==> config.mk <==
export PLATFORM = sky130hd
export DESIGN_NAME = ubb_regs
export DESIGN_NICKNAME = d
export VERILOG_FILES = /design/src/design/ubb_pkg.sv /design/src/design/ubb_core_port.sv /design/src/design/ubb_regs.sv
export SDC_FILE = /design/constraint.sdc
export NUM_CORES = 1
export LEC_CHECK = 0
export BUFFER_PORTS_ARGS = -buffer_cell sky130_fd_sc_hd__buf_4
export CAP_MARGIN = 30
export CELL_PAD_IN_SITES_DETAIL_PLACEMENT = 0
export CELL_PAD_IN_SITES_GLOBAL_PLACEMENT = 1
export CORE_MARGIN = 3
export CORE_UTILIZATION = 35
export CTS_BUF_LIST = sky130_fd_sc_hd__clkbuf_16
export DETAILED_ROUTE_END_ITERATION = 12
export PLACE_DENSITY = 0.78
export SLEW_MARGIN = 20
export SYNTH_ARGS = -nofsm -noshare
export SYNTH_HDL_FRONTEND = slang
export SYNTH_SLANG_ARGS = --single-unit
==> constraint.sdc <==
create_clock -name pclk -period 6.1 [get_ports pclk]
set_input_delay 0.305 -clock pclk [delete_from_list [all_inputs] [get_ports pclk]]
set_output_delay 0.305 -clock pclk [all_outputs]
set_load 0.02 [all_outputs]
==> src/design/ubb_pkg.sv <==
// Package: register map, field positions and carriers of the USB bus bridge registers
package ubb_pkg;
	// ****************************************************************
	// Register offsets (byte addresses)
	// ****************************************************************
	localparam logic [11:0] ubb_off_int_status = 12'h000;
	localparam logic [11:0] ubb_off_int_enable = 12'h004;
	localparam logic [11:0] ubb_off_mw_timeout = 12'h008;
	localparam logic [11:0] ubb_off_core_setting = 12'h00C;
	localparam logic [11:0] ubb_off_master_setting = 12'h010;
	localparam logic [11:0] ubb_off_br_rd_req = 12'h014;
	localparam logic [11:0] ubb_off_br_rd_val = 12'h018;
	localparam logic [11:0] ubb_off_core_rd_req = 12'h01C;
	localparam logic [11:0] ubb_off_core_rd_val = 12'h020;
	localparam logic [11:0] ubb_off_arbiter_setting = 12'h03C;
	localparam logic [11:0] ubb_off_wr_start = 12'h040;
	localparam logic [11:0] ubb_off_wr_end = 12'h044;
	localparam logic [11:0] ubb_off_wr_current = 12'h048;
	localparam logic [11:0] ubb_off_wr_bus_addr = 12'h04C;
	localparam logic [11:0] ubb_off_rd_start = 12'h050;
	localparam logic [11:0] ubb_off_rd_end = 12'h054;
	localparam logic [11:0] ubb_off_rd_current = 12'h058;
	localparam logic [11:0] ubb_off_rd_bus_addr = 12'h05C;
	localparam logic [11:0] ubb_off_power_ctl = 12'h080;
	localparam logic [11:0] ubb_off_master_status = 12'h084;
	localparam logic [11:0] ubb_off_timeout_count = 12'h088;
	// Bridge window ends here; offsets 0x200 upward reach the core
	localparam logic [11:0] ubb_core_base = 12'h200;
	// ****************************************************************
	// Interrupt status bit positions
	// ****************************************************************
	localparam int ubb_bit_usb_reset = 9;
	localparam int ubb_bit_rd_bus_err = 23;
	localparam int ubb_bit_br_rd_done = 25;
	localparam int ubb_bit_core_done = 24;
	localparam int ubb_bit_power = 28;
	localparam int ubb_bit_wr_ep_err = 29;
	// Bits that exist as status flags; the others read as zero
	localparam logic [31:0] ubb_status_mask = 32'h33800200;
	// ****************************************************************
	// Reset values
	// ****************************************************************
	localparam logic [31:0] ubb_rst_zero = 32'h00000000;
	// Bridge read request: bit 31 start, bits 7:0 byte offset
	localparam int ubb_req_go_bit = 31;
	// Value of an undefined upper half of a core word
	localparam logic [15:0] ubb_core_upper = 16'h0000;
	// ****************************************************************
	// Carriers
	// ****************************************************************
	typedef struct packed {
		logic req;
		logic wr;
		logic [7:0] addr;
		logic [15:0] wdata;
	} ubb_core_req_s;
	typedef struct packed {
		logic done;
		logic [15:0] rdata;
	} ubb_core_rsp_s;
	typedef struct packed {
		logic wr_ep_err;
		logic rd_bus_err;
		logic usb_reset;
	} ubb_events_s;
endpackage

==> src/design/ubb_core_port.sv <==
// Core access port: one request at a time toward the device core
`timescale 1ns/1ns
module ubb_core_port
	import ubb_pkg::*;
(
	input wire logic pclk,
	input wire logic presetn,
	input wire logic start,
	input wire logic start_wr,
	input wire logic [7:0] start_addr,
	input wire logic [15:0] start_wdata,
	output logic busy,
	output logic finished,
	output logic [15:0] result,
	output ubb_core_req_s core_req,
	input wire ubb_core_rsp_s core_rsp
);
	// ****************************************************************
	// Request hold
	// ****************************************************************
	always_ff @(posedge pclk or negedge presetn) begin
		if (!presetn) begin
			core_req <= '0;
			busy <= 1'b0;
		end else if (start && !busy) begin
			core_req <= '{req: 1'b1, wr: start_wr, addr: start_addr, wdata: start_wdata};
			busy <= 1'b1;
		end else if (busy && core_rsp.done) begin
			core_req.req <= 1'b0;
			busy <= 1'b0;
		end
	end
	// ****************************************************************
	// Completion and data latch
	// ****************************************************************
	always_ff @(posedge pclk or negedge presetn) begin
		if (!presetn) begin
			finished <= 1'b0;
			result <= 16'h0000;
		end else begin
			finished <= busy && core_rsp.done;
			if (busy && core_rsp.done && !core_req.wr) begin
				result <= core_rsp.rdata;
			end
		end
	end
endmodule

==> src/design/ubb_regs.sv <==
// Bridge register file, core forwarding and interrupt status of the USB bus bridge
//
// Chosen here: the APB interface to the registers.
`timescale 1ns/1ns
module ubb_regs
	import ubb_pkg::*;
(
	input wire logic pclk,
	input wire logic presetn,
	input wire logic psel,
	input wire logic penable,
	input wire logic pwrite,
	input wire logic [11:0] paddr,
	input wire logic [31:0] pwdata,
	output logic [31:0] prdata,
	output logic pready,
	output logic pslverr,
	output logic irq,
	input wire logic bus_power_detect_input,
	input wire ubb_events_s events,
	input wire logic [31:0] wr_current_addr,
	input wire logic [31:0] rd_current_addr,
	input wire logic [31:0] wr_bus_addr,
	input wire logic [31:0] rd_bus_addr,
	input wire logic [31:0] master_state,
	input wire logic [31:0] timeout_counter,
	output logic [31:0] mw_timeout,
	output logic [31:0] core_setting,
	output logic [31:0] master_setting_reg,
	output logic [31:0] arbiter_setting,
	output logic [31:0] wr_start,
	output logic [31:0] wr_end,
	output logic [31:0] rd_start,
	output logic [31:0] rd_end,
	output logic [31:0] power_ctl,
	output ubb_core_req_s core_req,
	input wire ubb_core_rsp_s core_rsp
);
	// ****************************************************************
	// Bus decode
	// ****************************************************************
	logic setup;
	logic core_area;
	logic wr_ok;
	logic [31:0] int_status;
	logic [31:0] int_enable;
	logic [31:0] bridge_read_request_reg;
	logic [31:0] bridge_read_value_reg;
	logic [31:0] core_read_request;
	logic [15:0] core_result;
	logic port_busy;
	logic port_done;
	logic port_start;
	logic rd_pending;
	logic core_wait;
	logic [2:0] pwr_sync;
	logic pwr_level;
	logic usb_reset_d;
	logic [31:0] next_status;
	logic [31:0] sel_value;

	assign setup = psel && !penable;
	assign core_area = paddr >= ubb_core_base;
	assign wr_ok = psel && penable && pwrite && pready;
	assign port_start = setup && core_area && !port_busy;

	ubb_core_port u_port (
		.pclk(pclk),
		.presetn(presetn),
		.start(port_start),
		.start_wr(pwrite),
		.start_addr(paddr[9:2]),
		.start_wdata(pwdata[15:0]),
		.busy(port_busy),
		.finished(port_done),
		.result(core_result),
		.core_req(core_req),
		.core_rsp(core_rsp)
	);

	// ****************************************************************
	// Bus handshake: bridge registers answer with no wait cycle, core
	// accesses wait for the port to finish
	// ****************************************************************
	always_ff @(posedge pclk or negedge presetn) begin
		if (!presetn) begin
			pready <= 1'b0;
			pslverr <= 1'b0;
			core_wait <= 1'b0;
		end else begin
			pready <= 1'b0;
			pslverr <= 1'b0;
			if (setup && !core_area) begin
				pready <= 1'b1;
			end else if (port_start) begin
				core_wait <= 1'b1;
			end else if (core_wait && port_done) begin
				core_wait <= 1'b0;
				pready <= 1'b1;
			end
			if (pready) begin
				pready <= 1'b0;
			end
		end
	end

	// ****************************************************************
	// Read data mux
	// ****************************************************************
	always_comb begin
		sel_value = ubb_rst_zero;
		unique case (paddr)
			ubb_off_int_status: sel_value = int_status;
			ubb_off_int_enable: sel_value = int_enable;
			ubb_off_mw_timeout: sel_value = mw_timeout;
			ubb_off_core_setting: sel_value = core_setting;
			ubb_off_master_setting: sel_value = master_setting_reg;
			ubb_off_br_rd_req: sel_value = bridge_read_request_reg;
			ubb_off_br_rd_val: sel_value = bridge_read_value_reg;
			ubb_off_core_rd_req: sel_value = core_read_request;
			ubb_off_core_rd_val: sel_value = {ubb_core_upper, core_result};
			ubb_off_arbiter_setting: sel_value = arbiter_setting;
			ubb_off_wr_start: sel_value = wr_start;
			ubb_off_wr_end: sel_value = wr_end;
			ubb_off_wr_bus_addr: sel_value = wr_bus_addr;
			ubb_off_rd_start: sel_value = rd_start;
			ubb_off_rd_end: sel_value = rd_end;
			ubb_off_rd_bus_addr: sel_value = rd_bus_addr;
			ubb_off_power_ctl: sel_value = {power_ctl[31:1], pwr_level};
			ubb_off_master_status: sel_value = master_state;
			default: sel_value = ubb_rst_zero;
		endcase
	end

	always_ff @(posedge pclk or negedge presetn) begin
		if (!presetn) begin
			prdata <= ubb_rst_zero;
		end else if (setup && !core_area) begin
			prdata <= sel_value;
		end else if (core_wait && port_done) begin
			prdata <= {ubb_core_upper, core_result};
		end
	end

	// ****************************************************************
	// Setting registers
	// ****************************************************************
	// full-width settings; power_ctl stores bit 0 as zero
	always_ff @(posedge pclk or negedge presetn) begin
		if (!presetn) begin
			int_enable <= ubb_rst_zero;
			mw_timeout <= ubb_rst_zero;
			core_setting <= ubb_rst_zero;
			master_setting_reg <= ubb_rst_zero;
			core_read_request <= ubb_rst_zero;
			arbiter_setting <= ubb_rst_zero;
			wr_start <= ubb_rst_zero;
			wr_end <= ubb_rst_zero;
			rd_start <= ubb_rst_zero;
			rd_end <= ubb_rst_zero;
			power_ctl <= ubb_rst_zero;
		end else if (wr_ok && !core_area) begin
			unique case (paddr)
				ubb_off_int_enable: int_enable <= pwdata;
				ubb_off_mw_timeout: mw_timeout <= pwdata;
				ubb_off_core_setting: core_setting <= pwdata;
				ubb_off_master_setting: master_setting_reg <= pwdata;
				ubb_off_core_rd_req: core_read_request <= pwdata;
				ubb_off_arbiter_setting: arbiter_setting <= pwdata;
				ubb_off_wr_start: wr_start <= pwdata;
				ubb_off_wr_end: wr_end <= pwdata;
				ubb_off_rd_start: rd_start <= pwdata;
				ubb_off_rd_end: rd_end <= pwdata;
				ubb_off_power_ctl: power_ctl <= {pwdata[31:1], 1'b0};
				default: ;
			endcase
		end
	end

	// ****************************************************************
	// Indirect bridge read
	// ****************************************************************
	// indirect read path
	always_ff @(posedge pclk or negedge presetn) begin
		if (!presetn) begin
			bridge_read_request_reg <= ubb_rst_zero;
			bridge_read_value_reg <= ubb_rst_zero;
			rd_pending <= 1'b0;
		end else if (wr_ok && !core_area && paddr == ubb_off_br_rd_req) begin
			bridge_read_request_reg <= pwdata;
			rd_pending <= pwdata[ubb_req_go_bit];
		end else if (rd_pending) begin
			rd_pending <= 1'b0;
			bridge_read_request_reg[ubb_req_go_bit] <= 1'b0;
			unique case ({4'h0, bridge_read_request_reg[7:0]})
				ubb_off_wr_current: bridge_read_value_reg <= wr_current_addr;
				ubb_off_rd_current: bridge_read_value_reg <= rd_current_addr;
				ubb_off_timeout_count: bridge_read_value_reg <= timeout_counter;
				default: bridge_read_value_reg <= ubb_rst_zero;
			endcase
		end
	end

	// ****************************************************************
	// Bus power detect synchroniser
	// ****************************************************************
	always_ff @(posedge pclk or negedge presetn) begin
		if (!presetn) begin
			pwr_sync <= 3'h0;
			pwr_level <= 1'b0;
			usb_reset_d <= 1'b0;
		end else begin
			pwr_sync <= {pwr_sync[1:0], bus_power_detect_input};
			if (pwr_sync[2] == pwr_sync[1]) begin
				pwr_level <= pwr_sync[1];
			end
			usb_reset_d <= events.usb_reset;
		end
	end

	// ****************************************************************
	// Interrupt status: set wins over write-one-to-clear
	// ****************************************************************
	always_comb begin
		next_status = int_status;
		if (wr_ok && !core_area && paddr == ubb_off_int_status) begin
			next_status = int_status & ~pwdata;
		end
		if (events.wr_ep_err) next_status[ubb_bit_wr_ep_err] = 1'b1;
		if (pwr_sync[2] == pwr_sync[1] && pwr_sync[1] != pwr_level) begin
			next_status[ubb_bit_power] = 1'b1;
		end
		if (rd_pending) next_status[ubb_bit_br_rd_done] = 1'b1;
		if (port_done) next_status[ubb_bit_core_done] = 1'b1;
		if (events.rd_bus_err) next_status[ubb_bit_rd_bus_err] = 1'b1;
		if (events.usb_reset && !usb_reset_d) next_status[ubb_bit_usb_reset] = 1'b1;
		next_status = next_status & ubb_status_mask;
	end

	always_ff @(posedge pclk or negedge presetn) begin
		if (!presetn) begin
			int_status <= ubb_rst_zero;
			irq <= 1'b0;
		end else begin
			int_status <= next_status;
			irq <= |(next_status & int_enable);
		end
	end
endmodule

==> reports/metrics.cfg <==
[clock_tree]
clock_latency_ps = 650
cts_made_buffers = 55
clk_pin_slew_worst_paths_ps = 60
clk_path_buf_depth = 3
post_cts_buffers = 0
cts_tree = done
cts_root_buf = clkbuf_16
cts_resized = 0
htree_num_levels = 2
hold_buffers = 45
numClockSinks = 505

[power_and_ir_drop]
leakagePower_nw = 15.51
internal_power_mw = 5.742
power.clock.fraction_pct = 41.5
seq_power_share_pct = 45.8
p_per_area_nw_per_um2 = 245.5
pwr-share-comb_pct = 12.7
switchingPower_mw = 2.217
p_sw_share_pct = 27.85
vdd_drop_max_uv = 201.4

[global_routing]
grt_max_degree = 172
grt_pass1_vias = 22980
grt_antenna_before_repair = 12
grt_use_total_pct = 35.08
overflow = 0
grt_pass1_wl_microns = 182400

[yosys]
synthFlopType = dfrtp_1
ys_types = 80
async_flop_share_pct = 100.0
postSynthAreaPerCell_sq_um = 11.93
syn-instance-count = 2050
ys_ff_latch = 505
synth_edf_count = 0
synthesis.area_sq_um = 24450
synth_warnings = 0
yosysSeqAreaShare_pct = 51.68

[min_path]
hp-class = primary input to register

[worst_setup_path]
endpoint_kind = register
cp_data_required_time_ps = 6600
crit_arrival_ps = 4590
path_max_fanout = 38
worstSetupStartpointType = primary input
critPathKind = primary input to register

[routing]
drc = 0
wirelength_microns = 132800
drt_pass1_iterations = 8
post_drt_wl_per_cell_microns = 36.56
vias = 22570
drtAntennaViolNets = 0
drt-vias-per-instance = 6.214
drt_iter0_drc = 3020

[floorplanning]
die-area_sq_um = 73080
die_w_microns = 270.3
die_y_microns = 270.3
core_area_sq_um = 68950
io_pins = 611
rows = 96
start_util_pct = 35.47

[final_layout]
nets = 2917
syn2layout_area_growth_pct = 32.57
layout_common_cells = 680 x buf_4, 505 x dfrtp_1, 422 x mux2_2, 184 x nand2_1, 131 x a22oi_1
drive_above_1_share_pct = 46.52
layout_commonest_cell = buf_4
final_area_sq_um = 32420
stdcell_count = 3632

[timing]
fin_crit_sh_pct = 67.12
slew_violations = 0
finalCriticalPeriod_ps = 4094
setup_viol = 0
hold_viol_final = 0
skew_ps = 39.05
rsz0062_at_grt = no
setup-tns-final_ps = 0
slew_headroom_pct = 23.85
fmax_mhz = 244.2
worst_slew_pin_slew_ps = 1138

[place]
placed_cell_area_sq_um = 30170
gp_congestion = 0.9579
placedCellCount = 3479
dp_hpwl_microns = 96530
portBuffers = 608

[run_status]
status = finished clean

[job]
maxCapViolations = 0

==> power by group through the flow <==
stage	combinational, mW	sequential [mW]	clock, mW
floorplan	0.297	3.73	0
global placement	0.960	3.69	0
detailed placement	0.975	3.70	0
CTS	0.999	3.64	3.32
global route	1.05	3.65	3.46
finish	1.01	3.65	3.30
==> synthesized netlist by cell type (all sizes together) (9+ instances only) <==
cell type  number  share of area [%]
nor2b          11               0.28
nor4b           9               0.37
nand4          10               0.26
a22oi         131                4.0
mux2i          55                2.3
o22ai          25               0.64
a22o           42                1.5
buf            93                2.2
o32ai          15               0.54
dfrtp         505                 52
a21oi          24               0.49
o21ai          72                1.5
a211oi         11               0.36
nor3           55                1.6
a221oi         18               0.64
a222oi         13               0.53
nand3          28               0.57
nor2           54               0.83
nand2         185                2.8
mux2          431                 20
nor4            9               0.40
clkbuf         98                1.5
a32oi          11               0.39
==> critical path: stages <==
cell           delay (ps)
dlygate4sd3_1         590
buf_4                 200
nor4_2                320
buf_4                 590
nand2_1               650
nor3_4                830
buf_4                 650
mux2_2                410
==> through the flow <==
step	hold slack (ps)	total power [mW]	setup WS (ps)	util, %
floorplan	9.409	4.030	3708	-
global placement	343.4	4.655	2104	43.66
detailed placement	354.1	4.671	2103	43.76
CTS	0.6284	7.959	2138	46.90
global route	30.56	8.160	2052	47.02
finish	8.450	7.959	2006	47.02
==> worst paths after layout <==
kind | start | to | slack [ps] | cells after the start
worst max-delay path | paddr[9] | mw_timeout[2] | 2010 | 8
worst min-delay path | pwdata[17] | bridge_read_request_reg[17] | 8 | 3
worst max register to register | pready | bridge_read_value_reg[26] | 2160 | 7
worst min register to register | pwr_sync[0] | pwr_sync[1] | 370 | 0
max in group asynchronous | presetn | u_port.result[2] | 4320 | 4
min in group asynchronous | presetn | mw_timeout[26] | 290 | 2
==> per-layer routing <==
metal / vias to the layer above / track usage (%) / wire (microns)
met3: 443 / 11.68 / 15970
met4: 12 / 19.75 / 9064
met1: 11470 / 42.90 / 48470
met5: - / 0 / 76
met2: 1725 / 54.44 / 59200
li1: 8921 / - / -
==> kinds of logic (layout without fill, tap and decap cells) <==
family	Yosys count	count (layout)	synth area share, %
AO/OA/AOI/OAI	440	440	13.37
flip-flops	505	505	51.68
multiplexers	486	486	22.10
buffers and inverters	197	844	3.827
AND/OR/NAND/NOR	421	421	9.010
other	1	5	0.01533
==> layout make-up <==
type / instances / area (sq um)
Clock buffer: 55 / 1376
Inverter: 6 / 22.52
Fill cell: 6420 / 36530
Multi-Input combinational cell: 1349 / 11120
Sequential cell: 505 / 12640
Timing Repair Buffer: 738 / 5754
Clock inverter: 45 / 334.1
Tap cell: 931 / 1165
Antenna cell: 3 / 7.507
Note: power is estimated with default switching activity, not from simulation.
